==> src/include/pccd_map.svh <==
// Purpose: Offsets, field values and timing counts of the coil link.
// Assumes: Clock of 4 ns; all counts derived from times below.
// Notes: Included by the package and by both ends.
`ifndef PCCD_MAP_SVH
`define PCCD_MAP_SVH
`define PCCD_FRAME_LEN 8
`define PCCD_FUNC_COIL 8'h05
`define PCCD_BCAST_ADDR 8'h00
`define PCCD_ADDR_BIAS 8'h01
`define PCCD_COIL_SEARCH 16'h049D
`define PCCD_COIL_FINISH 16'h049E
`define PCCD_COIL_START 16'h049F
`define PCCD_DATA_ON 16'hFF00
`define PCCD_DATA_OFF 16'h0000
`define PCCD_CRC_INIT 16'hFFFF
`define PCCD_CRC_POLY 16'hA001
`define PCCD_CLK_NS 4
`define PCCD_SILENT_NS 1000
`define PCCD_SILENT_CYC ((`PCCD_SILENT_NS + `PCCD_CLK_NS - 1) / `PCCD_CLK_NS)
`define PCCD_RESP_WAIT_NS 4000
`define PCCD_RESP_WAIT_CYC (`PCCD_RESP_WAIT_NS / `PCCD_CLK_NS)
`define PCCD_REG_TARGET 8'h00
`define PCCD_REG_COIL 8'h04
`define PCCD_REG_DATA 8'h08
`define PCCD_REG_GO 8'h0C
`define PCCD_REG_STATUS 8'h10
`define PCCD_ST_BUSY 0
`define PCCD_ST_OK 1
`define PCCD_ST_SEEN 2
`define PCCD_ST_DONE 3
`endif

==> src/include/pccd_pkg.sv <==
// Purpose: Types and the checksum step shared by both ends.
// Assumes: Map header on the include path.
// Notes: Checksum is the reflected 16-bit form, low byte sent first.
`include "pccd_map.svh"
package pccd_pkg;
  typedef logic [7:0] pccd_byte_t;
  typedef pccd_byte_t [7:0] pccd_frame_t;
  typedef enum logic [1:0] {DEV_RX, DEV_CHECK, DEV_TX} pccd_dev_state_t;
  typedef enum logic [1:0] {H_IDLE, H_LEAD, H_SEND, H_WAIT} pccd_host_state_t;

  function automatic logic [15:0] pccd_crc_step(input logic [15:0] crc,
                                                input logic [7:0] b);
    logic [15:0] c;
    c = crc ^ {8'h00, b};
    for (int i = 0; i < 8; i++) begin
      c = c[0] ? ((c >> 1) ^ `PCCD_CRC_POLY) : (c >> 1);
    end
    return c;
  endfunction
endpackage

==> src/include/pccd_link_if.sv <==
// Purpose: Byte link between the query master and the coil decoder.
// Assumes: Both ends on one clock; a byte lasts one valid cycle.
// Notes: Silence is a run of cycles with no valid byte.
`timescale 1ns/1ps
`default_nettype none
interface pccd_link_if;
  logic [7:0] m2s_data;
  logic m2s_valid;
  logic [7:0] s2m_data;
  logic s2m_valid;
  modport device (input m2s_data, input m2s_valid,
                  output s2m_data, output s2m_valid);
  modport host (output m2s_data, output m2s_valid,
                input s2m_data, input s2m_valid);
endinterface
`default_nettype wire

==> src/design/pccd_device.sv <==
// Purpose: Slave end of the coil link; decodes single-coil writes for
//   search stop, forced finish and program start.
// Assumes: Master keeps the line silent around each query.
// Notes: Replies echo the query; bad or foreign frames get no reply.
`timescale 1ns/1ps
`default_nettype none
`include "pccd_map.svh"

// Notes on behaviour
// - Coil query: function 05, eight bytes
// - Address is axis plus one, own only
// - Address zero is broadcast, always acted on
// - Silent intervals delimit every frame
// - Last two bytes are checked CRC
// - Coil 049D selects stop after search
// - Coil 049E is forced finish control
// - Finish edge 0000 to FF00 ends program
// - Held finish coil rejects program start
// - Coil 049F is program start control
// - Only start rising edge launches program
// - Launched program is commanded program number
// - Master writes 0000 then FF00 for edge
// - Good own-address write answered with identical echo
// - Invalid data gets no reply
module pccd_device (
  input wire logic hclk,
  input wire logic hresetn,
  pccd_link_if.device link,
  input wire logic [3:0] axis_id,
  input wire logic [15:0] program_number_command,
  output logic search_stop_select,
  output logic forced_program_finish,
  output logic forced_finish_pulse,
  output logic program_start_trigger,
  output logic start_rejected,
  output logic [15:0] launched_program,
  output logic frame_accepted
);

  typedef struct packed {
    pccd_pkg::pccd_dev_state_t state;
    pccd_pkg::pccd_frame_t frame;
    logic [3:0] count;
    logic [15:0] crc;
    logic [8:0] gap;
    logic seen;
    logic [2:0] tx_idx;
    logic tx_valid;
    logic [7:0] tx_data;
    logic search_stop;
    logic forced_finish;
    logic start_coil;
    logic finish_pulse;
    logic start_pulse;
    logic reject_pulse;
    logic accepted;
    logic [15:0] launched;
    logic [3:0] axis_meta;
    logic [3:0] axis_sync;
  } pccd_dev_regs_t;

  pccd_dev_regs_t st_reg;
  pccd_dev_regs_t st_next;

  logic [7:0] own_addr;
  logic [15:0] coil_addr;
  logic [15:0] coil_data;
  logic is_bcast;
  logic addr_match;
  logic frame_sound;
  logic data_on;
  logic data_ok;
  logic coil_known;
  logic [15:0] crc_base;

  // Axis strap is read only after its second flop
  assign own_addr = {4'h0, st_reg.axis_sync} + `PCCD_ADDR_BIAS;
  assign coil_addr = {st_reg.frame[2], st_reg.frame[3]};
  assign coil_data = {st_reg.frame[4], st_reg.frame[5]};
  assign is_bcast = st_reg.frame[0] == `PCCD_BCAST_ADDR;
  assign addr_match = is_bcast || (st_reg.frame[0] == own_addr);
  assign frame_sound = (st_reg.count == 4'(`PCCD_FRAME_LEN)) &&
                       (st_reg.crc == 16'h0000) &&
                       (st_reg.frame[1] == `PCCD_FUNC_COIL);
  assign data_on = coil_data == `PCCD_DATA_ON;
  assign data_ok = data_on || (coil_data == `PCCD_DATA_OFF);
  assign coil_known = (coil_addr == `PCCD_COIL_SEARCH) ||
                      (coil_addr == `PCCD_COIL_FINISH) ||
                      (coil_addr == `PCCD_COIL_START);
  // First byte of a frame starts from the initial checksum
  assign crc_base = (st_reg.count == 4'h0) ? `PCCD_CRC_INIT : st_reg.crc;

  always_comb begin
    st_next = st_reg;
    st_next.finish_pulse = 1'b0;
    st_next.start_pulse = 1'b0;
    st_next.reject_pulse = 1'b0;
    st_next.accepted = 1'b0;
    st_next.tx_valid = 1'b0;
    st_next.axis_meta = axis_id;
    st_next.axis_sync = st_reg.axis_meta;
    case (st_reg.state)
      pccd_pkg::DEV_RX: begin
        if (link.m2s_valid) begin
          st_next.seen = 1'b1;
          st_next.gap = 9'h000;
          st_next.crc = pccd_pkg::pccd_crc_step(crc_base, link.m2s_data);
          if (st_reg.count < 4'(`PCCD_FRAME_LEN)) begin
            st_next.frame[st_reg.count[2:0]] = link.m2s_data;
          end
          // Overlong frames saturate one past the length
          if (st_reg.count <= 4'(`PCCD_FRAME_LEN)) begin
            st_next.count = st_reg.count + 4'h1;
          end
        end else if (st_reg.seen) begin
          if (st_reg.gap == 9'(`PCCD_SILENT_CYC - 1)) begin
            st_next.state = pccd_pkg::DEV_CHECK;
          end else begin
            st_next.gap = st_reg.gap + 9'h001;
          end
        end
      end
      pccd_pkg::DEV_CHECK: begin
        st_next.state = pccd_pkg::DEV_RX;
        st_next.seen = 1'b0;
        st_next.count = 4'h0;
        st_next.gap = 9'h000;
        if (frame_sound && addr_match && coil_known && data_ok) begin
          st_next.accepted = 1'b1;
          case (coil_addr)
            `PCCD_COIL_SEARCH: begin
              st_next.search_stop = data_on;
            end
            `PCCD_COIL_FINISH: begin
              if (data_on && !st_reg.forced_finish) begin
                st_next.finish_pulse = 1'b1;
              end
              st_next.forced_finish = data_on;
            end
            `PCCD_COIL_START: begin
              if (data_on && !st_reg.start_coil) begin
                if (st_reg.forced_finish) begin
                  st_next.reject_pulse = 1'b1;
                end else begin
                  st_next.start_pulse = 1'b1;
                  st_next.launched = program_number_command;
                end
              end
              st_next.start_coil = data_on;
            end
            default: begin
              st_next.accepted = 1'b0;
            end
          endcase
          if (!is_bcast) begin
            st_next.state = pccd_pkg::DEV_TX;
            st_next.tx_idx = 3'h0;
          end
        end
      end
      pccd_pkg::DEV_TX: begin
        st_next.tx_valid = 1'b1;
        st_next.tx_data = st_reg.frame[st_reg.tx_idx];
        st_next.tx_idx = st_reg.tx_idx + 3'h1;
        if (st_reg.tx_idx == 3'(`PCCD_FRAME_LEN - 1)) begin
          st_next.state = pccd_pkg::DEV_RX;
        end
      end
      default: begin
        st_next.state = pccd_pkg::DEV_RX;
      end
    endcase
  end

  always_ff @(posedge hclk or negedge hresetn) begin
    if (!hresetn) begin
      st_reg <= '0;
    end else begin
      st_reg <= st_next;
    end
  end

  assign link.s2m_data = st_reg.tx_data;
  assign link.s2m_valid = st_reg.tx_valid;
  assign search_stop_select = st_reg.search_stop;
  assign forced_program_finish = st_reg.forced_finish;
  assign forced_finish_pulse = st_reg.finish_pulse;
  assign program_start_trigger = st_reg.start_pulse;
  assign start_rejected = st_reg.reject_pulse;
  assign launched_program = st_reg.launched;
  assign frame_accepted = st_reg.accepted;

endmodule
`default_nettype wire

==> src/flat_wrapper.sv <==
// flat-port wrapper written by rule: the top's interface ports become plain ports
module pccd_device_flat 
  (hclk, hresetn, axis_id, program_number_command, search_stop_select, forced_program_finish, forced_finish_pulse, program_start_trigger, start_rejected, launched_program, frame_accepted, link_m2s_data, link_m2s_valid, link_s2m_data, link_s2m_valid);
  pccd_link_if link_i ();
  input wire logic hclk;
  input wire logic hresetn;
  input wire logic [3:0] axis_id;
  input wire logic [15:0] program_number_command;
  output logic search_stop_select;
  output logic forced_program_finish;
  output logic forced_finish_pulse;
  output logic program_start_trigger;
  output logic start_rejected;
  output logic [15:0] launched_program;
  output logic frame_accepted;
  input wire logic [$bits(link_i.m2s_data)-1:0] link_m2s_data;
  input wire logic [$bits(link_i.m2s_valid)-1:0] link_m2s_valid;
  output wire logic [$bits(link_i.s2m_data)-1:0] link_s2m_data;
  output wire logic [$bits(link_i.s2m_valid)-1:0] link_s2m_valid;
  assign link_i.m2s_data = link_m2s_data;
  assign link_i.m2s_valid = link_m2s_valid;
  assign link_s2m_data = link_i.s2m_data;
  assign link_s2m_valid = link_i.s2m_valid;
  pccd_device u_core (.hclk(hclk), .hresetn(hresetn), .link(link_i), .axis_id(axis_id), .program_number_command(program_number_command), .search_stop_select(search_stop_select), .forced_program_finish(forced_program_finish), .forced_finish_pulse(forced_finish_pulse), .program_start_trigger(program_start_trigger), .start_rejected(start_rejected), .launched_program(launched_program), .frame_accepted(frame_accepted));
endmodule
==> config.mk <==
export PLATFORM = sky130hd
export DESIGN_NAME = pccd_device_flat
export DESIGN_NICKNAME = d
export VERILOG_FILES = /design/src/include/pccd_pkg.sv /design/src/include/pccd_link_if.sv /design/src/design/pccd_device.sv /design/src/flat_wrapper.sv
export VERILOG_INCLUDE_DIRS = /design/src /design/src/include
export SDC_FILE = /design/constraint.sdc
export NUM_CORES = 1
export LEC_CHECK = 0
export BUFFER_PORTS_ARGS = -buffer_cell sky130_fd_sc_hd__buf_4
export CAP_MARGIN = 5
export CORE_MARGIN = 2
export CORE_UTILIZATION = 60
export DETAILED_ROUTE_END_ITERATION = 16
export HOLD_SLACK_MARGIN = 0.03
export PLACE_DENSITY = 0.82
export SYNTH_ARGS = -nofsm -noshare
export SYNTH_HDL_FRONTEND = slang
export SYNTH_SLANG_ARGS = --single-unit
==> constraint.sdc <==
create_clock -name hclk -period 5.2 [get_ports hclk]
set_input_delay 1.04 -clock hclk [delete_from_list [all_inputs] [get_ports hclk]]
set_output_delay 1.04 -clock hclk [all_outputs]
set_load 0.01 [all_outputs]
[Word-level counts from Yosys, hierarchy flattened]
Cells that the tools add are included.
Word-level totals
  flip-flop bits (word level): 139
  word-level logic and storage cells: 144
  bits of input ports: 31
  output and inout port bits: 31
Cells by class
  reduce and logical (&&, ||, !) cells: 33
  add/sub/neg operators: 4
  magnitude comparators: 5
  eq/ne operators: 21
  muxes and demuxes: 45
  bitwise operators: 10
Operator list (number)
  $mux 16: 12
  $bwmux 64: 1
  $mux 20: 3
  $eq 16x11->1 const B: 3
  $mux 9: 4
  $logic_not 16->1: 2
  $bmux 8 s3: 1
  $demux 8 s3: 1
  $not 2->3: 8
  $reduce_and 3->1: 7
  $pmux 10 s2: 1
  $eq 16x16->1 const B: 1
  $mux 2: 8
  $mux 8: 2
  $xor 16x8->16: 1
  $ne 2x1->1 const B: 5
  $add 9x1->9 const B: 1
  $eq 9x8->1 const B: 1
  $eq 8x3->1 const B: 1
  $eq 8x5->1: 1
  $logic_and 1x1->1: 8
  $logic_not 8->1: 1
  $lt 3x4->1 const B: 2
  $pmux 4 s2: 1
  other kinds (28): 42

[Longest topological paths before layout]
Gate-level depths: netlist (run 1).
  depth after elaboration: 21
  depth in mapped cells: 10
  gate-level depth less buffers: 9

[Least setup slack after synthesis (run 1)]
OpenSTA, ideal clock, no wires.
  path kind: input port to flip-flop
  start: in link_m2s_data[0]
  end: reg u_core.st_reg[68] (netlist name)
  setup slack: 2.547 ns
  cell stages on the path: 6
  library setup time: 0.125 ns
  data required time: 5.075 ns
  arrival time: 2.529 ns
  path through: clkbuf_1 -> xor2_1 -> xor2_1 -> xnor2_1 -> xnor3_1 -> mux2_2
Between the ends
  word-level cells in the longest chain between the ends: 9
Ends and longest elaborated chain
  start: declaration: line flat_wrapper.sv:16  | input wire logic [$bits(link_i.m2s_data)-1:0] link_m2s_data;
  $xor 16x8->16: line pccd_pkg.sv:14  | c = crc ^ {8'h00, b};
  $mux 16 (8 in a row): line pccd_pkg.sv:16  | c = c[0] ? ((c >> 1) ^ `PCCD_CRC_POLY) : (c >> 1);
  end signal: assignment: line pccd_device.sv:179  | st_reg <= st_next;
  end: declaration: line pccd_device.sv:62  | pccd_dev_regs_t st_reg;
Every way passes these cells.
A chain may end at the register's enable or synchronous reset.

[Worst setup path in the final report (run 1)]
  start: reg u_core.st_reg[137] (netlist name)
  end: reg u_core.st_reg, in the netlist u_core.coil_data[3]
Between the ends
  word-level cells in the longest chain between the ends: 2
Ends and longest elaborated chain
  $logic_not 2->1: line pccd_device.sv:102  | case (st_reg.state)
  $reduce_and 3->1 (no line)
Every way passes these cells.

==> impl_metrics.json, run 1 <==
{
  "max_cap_viol_count": 0,
  "netlist_top_cells_count": "139 x dfrtp_1, 76 x mux2_2, 58 x nand2_1",
  "cts_buffers": 17,
  "whs_ns": 0.347,
  "synth_nets": 632,
  "n_antenna_cell": 0,
  "critPathTopFamily": "simple AND/OR/NAND/NOR gates",
  "cts_max_level": 4,
  "crit_fanout": 34,
  "wl_met1_um": 6270,
  "core_um2": 11400,
  "gp_congestion": 0.843,
  "arrival_ns": 3.73,
  "path_clk_slew_ns": 0.05,
  "setup_viol": 0,
  "multi_input_area_um2": 3140,
  "yosysWarnings": 0,
  "ctsResizeCount": 0,
  "slowest_delay_ns": 0.91,
  "synth_seq_cells": 139,
  "ctsHoldBuffers": 0,
  "ys.flop_type": "dfrtp_1",
  "reg2reg_to": "u_core.coil_data[3]",
  "rows": 39,
  "finalHoldViolations": 0,
  "yosysTopAreaCell": "dfrtp_1",
  "drive_above_1_share_pct": 32.1,
  "initialDrtViolationCount": 464,
  "die_w_um": 112,
  "worst_slack_ns": 1.76,
  "dieHeight_um": 112,
  "crit_start": "u_core.st_reg[137]",
  "synth_edf_count": 0,
  "grt_use_total_pct": 25.7,
  "wl_per_cell_um": 19.8,
  "synth.yosys.seq_area_share_pct": 50.0,
  "relSlewSlack_pct": 26.4,
  "final.setup_skew_ns": 0.0104,
  "avgSynthCellArea_um2": 11.8,
  "grt_pass1_wl_um": 25300,
  "fin_util_pct": 69.4,
  "largest_register_ffs": 72,
  "hp-start": "u_core.st_next[1]",
  "wl_um": 15400,
  "worst_setup_path_end_kind": "flop",
  "grt_antenna_before_repair": 0,
  "wl_met3_um": 929,
  "yosysMostFrequentCell": "dfrtp_1",
  "cts_setup_buffers": 0,
  "die-area_um2": 12500,
  "fill_cells": 778,
  "worstSetupPathType": "reg2reg",
  "ys_top_cells_by_area": "dfrtp_1 50%, mux2_2 12%, mux4_2 4.9%",
  "hp-class": "reg2reg",
  "p_per_area_nw_per_um2": 499,
  "num_io_pins": 62,
  "cp.depth": 7,
  "top_layer": "met4",
  "post-dp-hpwl_um": 10500,
  "drv_slew": 0,
  "critPathSlowestCell": "nor3b_1",
  "overflow": 0,
  "netlist_area_um2": 6960,
  "status": "completed",
  "cp.required_ns": 5.49,
  "grt_pass1_vias": 4972,
  "grt_max_degree": 104,
  "path_cells": "inv_1 -> ha_1 -> nand2_1 -> nor2_1 -> nand2_1 -> nor3b_1 -> mux2_2",
  "fmax_mhz": 291,
  "fin_cells": 776,
  "finalCritPeriodShare_pct": 66.1,
  "clk_latency_ns": 0.41,
  "initial_utilization_pct": 61.2,
  "leakagePower_nw": 3.53,
  "r2r_slack_ns": 1.76,
  "cts_tree": "built",
  "r2r_start": "u_core.st_reg[137]",
  "post-route-min-period_ns": 3.44,
  "vias_per_cell": 6.16,
  "drc_errors": 0,
  "register_area_um2": 3480,
  "ir_worst_vdd_mv": 0.439,
  "clock_path_buffers": 2,
  "async_flop_share_pct": 100,
  "reg2reg_depth": 7,
  "cp_num_buf_inv": 1,
  "setup.worst_path.end": "u_core.coil_data[3]",
  "yosysTopAreaCellShare_pct": 50.0,
  "worst_setup_path_start_kind": "flop",
  "nNetsFinal": 662,
  "cts_sinks": 139,
  "cp_common_cell": "nand2_1",
  "rsz0062_at_grt": "false",
  "dp_worst_setup_slack_ns": 1.59,
  "drtAntennaViolNets": 0,
  "root_buffer": "clkbuf_16",
  "synth_cells": 591,
  "synth_cell_type_count": 57,
  "fin_setup_tns_ns": 0,
  "area_growth_pct": 13.4,
  "first_pass_iters": 7,
  "worstMarginPinSlew_ns": 1.10,
  "dp_cells": 744,
  "wl_met2_um": 7970,
  "portBuffers": 61,
  "vias": 4778
}
[layout make-up]
| cell class | count | area share (%) |
|---|---|---|
| sequential | 139 | 44.1 |
| multi-input combinational | 388 | 39.8 |
| timing repair buffer | 63 | 6.09 |
| clock buffer | 19 | 5.62 |
| tap | 143 | 2.27 |
| clock inverter | 12 | 1.59 |
| inverter | 12 | 0.571 |
[placed cells by master (no fill, tap or decap), types with 11 or more instances in the layout]
master     count
nor4_1        11
dfrtp_1      139
nor2_1        45
mux2_2        76
xnor2_1       26
mux4_2        15
nand2_1       58
clkbuf_16     17
inv_1         11
o21ai_0       30
buf_4         61
[per-layer routing]
| layer | vias to the layer above | track usage, % |
|---|---|---|
| li1 | 2131 | - |
| met1 | 2436 | 33.1 |
| met2 | 187 | 43.6 |
| met3 | 24 | 7.35 |
| met4 | 0 | 6.42 |
| met5 | - | 0 |
[worst reg2reg max path, delay by kind of cell, from the launching register on]
kind                     cells  cell delay [ns]
flip-flops                   1             0.39
adder cells (fa/ha/maj)      1             0.37
buffers and inverters        1             0.11
multiplexers                 1             0.43
AND/OR/NAND/NOR              4             2.04
[cell families (layout without fill, tap and decap cells)]
group	after synthesis	in the layout	synth area share, %
AOI/OAI and AO/OA	64	64	5.59
DFF	139	139	50.0
buffers and inverters	64	106	4.93
muxes	104	104	20.0
xor gates and xnor gates	36	36	4.93
and+or+nand+nor	174	174	12.8
adders and majority gates	10	10	1.80
[report_power, final]
| part | switching (mW) | internal, mW |
|---|---|---|
| clock network | 0.442 | 0.712 |
| logic | 0.437 | 0.622 |
| registers | 0.324 | 1.40 |
[per-stage QoR]
stage	total power, mW	instance area [µm²]
5_1_grt	4.13	7890
6_report	3.93	7890
3_3_place_gp	2.69	7310
3_5_place_dp	2.77	7310
2_1_floorplan	2.47	6960
4_1_cts	3.94	7880
[how the worst min path moves through the flow]
| stage | end | slack, ns | cells after the start |
|---|---|---|---|
| floorplan | u_core.st_reg[0] | 0.33 | 0 |
| global placement | u_core.st_reg[3] | 0.33 | 0 |
| detailed placement | u_core.st_reg[1] | 0.34 | 0 |
| CTS | u_core.st_reg[1] | 0.35 | 0 |
| global route | u_core.st_reg[0] | 0.35 | 0 |
| finish | u_core.st_reg[1] | 0.35 | 0 |
No activity file was read; power rests on OpenSTA's default activity.
==> run 2, diff against run 1 <==
- ABC_AREA: default -> 1
- CORE_UTILIZATION: 60 -> 54
- PLACE_DENSITY: 0.82 -> 0.78
- clock period: 5.2 -> 3.1 ns (I/O delays scaled with it)
==> impl_metrics.json, run 2 <==
{
  "grt_pass1_wl_um": 26800,
  "netlist_top_cells_count": "220 x nand2_1, 139 x dfrtp_1, 105 x o21ai_0",
  "grt_use_total_pct": 24.6,
  "p_comb_share_pct": 28.9,
  "layout_common_cells": "220 x nand2_1, 139 x dfrtp_1, 105 x o21ai_0",
  "first_pass_iters": 5,
  "pwr-share-clk_pct": 29.3,
  "post-dp-hpwl_um": 11200,
  "die-area_um2": 13800,
  "path_cells": "inv_1 -> ha_1 -> nand2_2 -> nand2_1 -> nand2_1 -> nand2_1 -> nand2_1 -> nand2_1 -> inv_1 -> nand2_1 -> nand2_1 -> nand2_1 -> nand2_1 -> nand2_1 -> nand2_1 -> nand2_1 -> nand2_1 -> nand2_1",
  "synth_edf_count": 0,
  "drc_errors": 0,
  "arrival_ns": 2.78,
  "cts_tree": "built",
  "power.switching_mw": 2.52,
  "ys.flop_type": "dfrtp_1",
  "grt_max_degree": 74,
  "die_w_um": 117,
  "fmax_mhz": 407,
  "post-route-min-period_ns": 2.46,
  "finalHoldViolations": 0,
  "avgSynthCellArea_um2": 8.33,
  "cts_max_level": 4,
  "grt_pass1_vias": 5475,
  "relSlewSlack_pct": 50.8,
  "synth_cells": 834,
  "netlist_area_um2": 6950,
  "status": "completed",
  "cts_buffers": 17,
  "worst_slack_ns": 0.640,
  "rows": 41,
  "ctsHoldBuffers": 0,
  "slowest_delay_ns": 0.51,
  "setup_viol": 0,
  "critPathTopFamily": "simple AND/OR/NAND/NOR gates",
  "drive_above_1_share_pct": 14.4,
  "register_area_um2": 3480,
  "path_clk_slew_ns": 0.07,
  "grt_antenna_before_repair": 0,
  "multi_input_area_um2": 2830,
  "fill_cells": 1079,
  "initial_utilization_pct": 55.3,
  "drv_slew": 0,
  "vias_per_cell": 5.33,
  "rsz0062_at_grt": "false",
  "internal-power_mw": 4.11,
  "final_common_cell": "nand2_1",
  "cp_num_buf_inv": 2,
  "clock_path_buffers": 2,
  "leakagePower_nw": 3.83,
  "synth_seq_cells": 139,
  "critPathSlowestCell": "dfrtp_1",
  "p_per_area_nw_per_um2": 834,
  "wl_per_cell_um": 15.2,
  "yosysTopAreaCell": "dfrtp_1",
  "crit_fanout": 25,
  "cp.required_ns": 3.42,
  "gp_congestion": 0.884,
  "initialDrtViolationCount": 501,
  "final.setup_skew_ns": 0.0102,
  "drtAntennaViolNets": 0,
  "dieHeight_um": 117,
  "seqPwrFrac_pct": 41.8,
  "area_growth_pct": 14.5,
  "clk_latency_ns": 0.43,
  "cts_sinks": 139,
  "worstMarginPinSlew_ns": 0.737,
  "ir_worst_vdd_mv": 0.557,
  "portBuffers": 61,
  "yosysTopAreaCellShare_pct": 50.1,
  "root_buffer": "clkbuf_16",
  "fin_setup_tns_ns": 0,
  "cp_common_cell": "nand2_1",
  "core_um2": 12600,
  "overflow": 0,
  "worst_setup_path_end_kind": "flop",
  "max_cap_viol_count": 0,
  "n_antenna_cell": 0,
  "async_flop_share_pct": 100,
  "worstSetupPathType": "reg2reg",
  "finalCritPeriodShare_pct": 79.3,
  "synth_cell_type_count": 37,
  "nNetsFinal": 914,
  "ctsResizeCount": 0,
  "ys_top_cells_by_area": "dfrtp_1 50%, nand2_1 12%, o21ai_0 7.6%",
  "wl_um": 16100,
  "swShare_pct": 38.0,
  "yosysMostFrequentCell": "nand2_1",
  "dp_worst_setup_slack_ns": 0.690,
  "synth_nets": 875,
  "num_io_pins": 62,
  "synth.yosys.seq_area_share_pct": 50.1,
  "hp-class": "in2async",
  "largest_register_ffs": 72,
  "vias": 5637,
  "yosysWarnings": 0,
  "cts_setup_buffers": 0,
  "worst_setup_path_start_kind": "flop"
}
## run 2: cell types whose count changed in the layout (fill, tap and decap cells not counted), moves of 19 or more
| cell | change |
|---|---|
| nand2_1 | +162 |
| xnor2_1 | -19 |
| o21ai_0 | +75 |
| mux2_2 | -76 |
| inv_1 | +73 |
| a21oi_1 | +28 |
| nand3_1 | +21 |
## run 2: layer usage
metal | vias to the layer above | share of wire, % | track usage [%]
met5 | - | 0 | 0
met3 | 29 | 6.1 | 6.81
met4 | 0 | 1.8 | 8.43
met2 | 147 | 48 | 39.1
li1 | 2777 | - | -
met1 | 2684 | 44 | 32.8
## run 2: final cells by class
class | count | share of cell area, %
tap | 172 | 2.71
clock buffer | 17 | 5.35
multi-input combinational | 556 | 35.6
timing repair buffer | 70 | 6.65
inverter | 89 | 4.22
clock inverter | 15 | 1.78
sequential | 139 | 43.7
## run 2: power by group through the flow
stage | sequential, mW | combinational (mW) | clock [mW]
5_1_grt | 2.84 | 2.24 | 2.06
2_1_floorplan | 2.67 | 1.50 | 0
4_1_cts | 2.76 | 1.91 | 1.97
6_report | 2.77 | 1.91 | 1.94
3_3_place_gp | 2.77 | 1.84 | 0
3_5_place_dp | 2.79 | 1.90 | 0
## run 2: logic make-up after synthesis
family / share of synthesized area [%]
AO/OA/AOI/OAI: 12.6
XOR/XNOR: 2.50
adder cells (fa/ha/maj): 1.80
buffers and inverters: 9.22
flip-flops: 50.1
multiplexers: 1.87
AND/OR/NAND/NOR: 21.9
## run 2: worst paths after layout
check,from,endpoint,slack [ns],depth (start not counted)
max,u_core.st_reg[69],u_core.st_reg[53],0.64,18
min,hresetn,u_core.coil_data[8],0.19,1
max reg2reg,u_core.st_reg[69],u_core.st_reg[53],0.64,18
min reg2reg,u_core.st_next[2],u_core.st_reg[2],0.35,0
max in group asynchronous,hresetn,u_core.st_reg[46],2.15,2
min in group hclk,axis_id[2],u_core.st_next[2],0.29,1
## run 2: per-stage QoR
stage / util, % / area (µm²) / hold slack [ns] / instances / power (mW)
2_1_floorplan: - / 6950 / 0.324 / 834 / 4.17
3_3_place_gp: 58.8 / 7390 / 0.332 / 1026 / 4.61
3_5_place_dp: 58.8 / 7390 / 0.336 / 1026 / 4.69
4_1_cts: 63.3 / 7950 / 0.230 / 1058 / 6.65
5_1_grt: 63.3 / 7950 / 0.249 / 1058 / 7.14
6_report: 63.3 / 7950 / 0.194 / 1058 / 6.63
==> run 3, diff against run 2 <==
- CORE_UTILIZATION: 54 -> 60
- PLACE_DENSITY: 0.78 -> 0.82
- clock period: 3.1 -> 2.5 ns (I/O delays scaled with it)
==> impl_metrics.json, run 3 (synthesized netlist as in run 2, its figures left out) <==
{
  "drtAntennaViolNets": 0,
  "final.setup_skew_ns": 0.0104,
  "drive_above_1_share_pct": 15.6,
  "core_um2": 11400,
  "r2r_start": "u_core.st_reg[0]",
  "power.switching_mw": 3.10,
  "hp-class": "in2async",
  "dieHeight_um": 112,
  "ctsHoldBuffers": 0,
  "path_clk_slew_ns": 0.06,
  "dp_cells": 1010,
  "overflow": 0,
  "fin_util_pct": 70.7,
  "worstMarginPinSlew_ns": 0.663,
  "grt_pass1_wl_um": 28000,
  "totalPowerFinal_mw": 8.34,
  "finalCritPeriodShare_pct": 90.1,
  "post-route-min-period_ns": 2.25,
  "swShare_pct": 37.2,
  "largest_register_ffs": 72,
  "finalHoldViolations": 0,
  "clk_latency_ns": 0.43,
  "final_common_cell": "nand2_1",
  "cts_tree": "built",
  "cts_buffers": 17,
  "grt_pass1_vias": 5791,
  "area_growth_pct": 15.8,
  "p_comb_share_pct": 30.6,
  "wl_um": 16800,
  "worstSetupPathType": "reg2reg",
  "critPathSlowestCell": "dfrtp_1",
  "path_cells": "ha_1 -> xor2_1 -> nor4_1 -> a21oi_1 -> nor2_4 -> nand3_4 -> inv_6 -> nand2_1 -> nand2_1",
  "grt_antenna_before_repair": 0,
  "fin_cells": 1042,
  "cts_sinks": 139,
  "grt_max_degree": 72,
  "vias_per_cell": 5.68,
  "cts_max_level": 4,
  "initial_utilization_pct": 61.1,
  "whs_ns": 0.0719,
  "cp_num_buf_inv": 1,
  "reg2reg_to": "u_core.launched_program[4]",
  "r2r_slack_ns": 0.25,
  "drv_slew": 0,
  "die_w_um": 112,
  "grt_use_total_pct": 28.5,
  "ir_worst_vdd_mv": 0.619,
  "rows": 39,
  "drc_errors": 0,
  "relSlewSlack_pct": 55.8,
  "portBuffers": 61,
  "num_io_pins": 62,
  "internal-power_mw": 5.24,
  "arrival_ns": 2.62,
  "worst_slack_ns": 0.247,
  "root_buffer": "clkbuf_16",
  "reg2reg_depth": 9,
  "fmax_mhz": 444,
  "worst_setup_path_end_kind": "flop",
  "initialDrtViolationCount": 597,
  "p_per_area_nw_per_um2": 1040,
  "post-dp-hpwl_um": 11700,
  "status": "completed",
  "cp.required_ns": 2.86,
  "clock_path_buffers": 2,
  "crit_fanout": 17,
  "place_area_um2": 7470,
  "worst_setup_path_start_kind": "flop",
  "slowest_delay_ns": 0.41,
  "leakagePower_nw": 3.89,
  "layout_common_cells": "220 x nand2_1, 139 x dfrtp_1, 104 x o21ai_0",
  "n_antenna_cell": 0,
  "fin_setup_tns_ns": 0,
  "rsz0062_at_grt": "false",
  "nNetsFinal": 928,
  "pwr-share-clk_pct": 28.2,
  "setup_viol": 0,
  "vias": 5915,
  "design_area_um2": 8040,
  "die-area_um2": 12500,
  "seqPwrFrac_pct": 41.2,
  "first_pass_iters": 6,
  "cp_common_cell": "nand2_1",
  "critPathTopFamily": "simple AND/OR/NAND/NOR gates",
  "wl_per_cell_um": 16.1,
  "dp_worst_setup_slack_ns": 0.189,
  "gp_congestion": 0.903,
  "max_cap_viol_count": 0,
  "fill_cells": 854
}
run 3: changes by cell type in the layout (fill, tap and decap cells not counted), moves of 2 or more:
cell        previous run  this run
buf_12                 0         2
buf_4                 69        81
clkbuf_8               0         2
clkinv_2               1         4
clkinvlp_4             2         4
inv_6                  6         1
inv_8                  5         0
run 3: power by group through the flow:
stage	combinational, mW	clock [mW]	sequential [mW]
floorplan	1.86	0	3.31
global placement	2.33	0	3.40
detailed placement	2.46	0	3.44
CTS	2.51	2.36	3.41
global route	2.92	2.47	3.50
finish	2.55	2.35	3.43
run 3: repair_timing:
item / CTS / global route
resized for setup: 0 / 4
setup buffers: 0 / 1
endpoints found under the setup margin: 0 / 20
run 3: worst max-delay path by stage:
stage                       from                    endpoint  slack, ns  depth (start not counted)
2_1_floorplan  u_core.st_reg[69]           u_core.st_reg[53]       0.47                         17
3_3_place_gp    u_core.st_reg[0]  u_core.launched_program[4]       0.30                          9
3_5_place_dp    u_core.st_reg[0]  u_core.launched_program[4]       0.19                          9
4_1_cts         u_core.st_reg[0]  u_core.launched_program[4]       0.16                          9
5_1_grt         u_core.st_reg[0]  u_core.launched_program[2]       0.01                          9
6_report        u_core.st_reg[0]  u_core.launched_program[4]       0.25                          9
run 3: final cells by class:
type	instances	area [µm²]	share of cell area, %
multi-input combinational	556	2830	35.2
sequential	139	3480	43.2
clock inverter	11	97.6	1.21
clock buffer	20	457	5.68
tap	143	179	2.22
inverter	89	339	4.22
timing repair buffer	84	659	8.20
run 3: per-layer routing:
layer  share of wire, %  GRT usage (%)  vias up
li1                   -              -     2810
met1                 41           36.4     2808
met2                 49           46.6      247
met3                6.7           7.24       50
met4                3.2           12.5        0
met5                  0              0        -
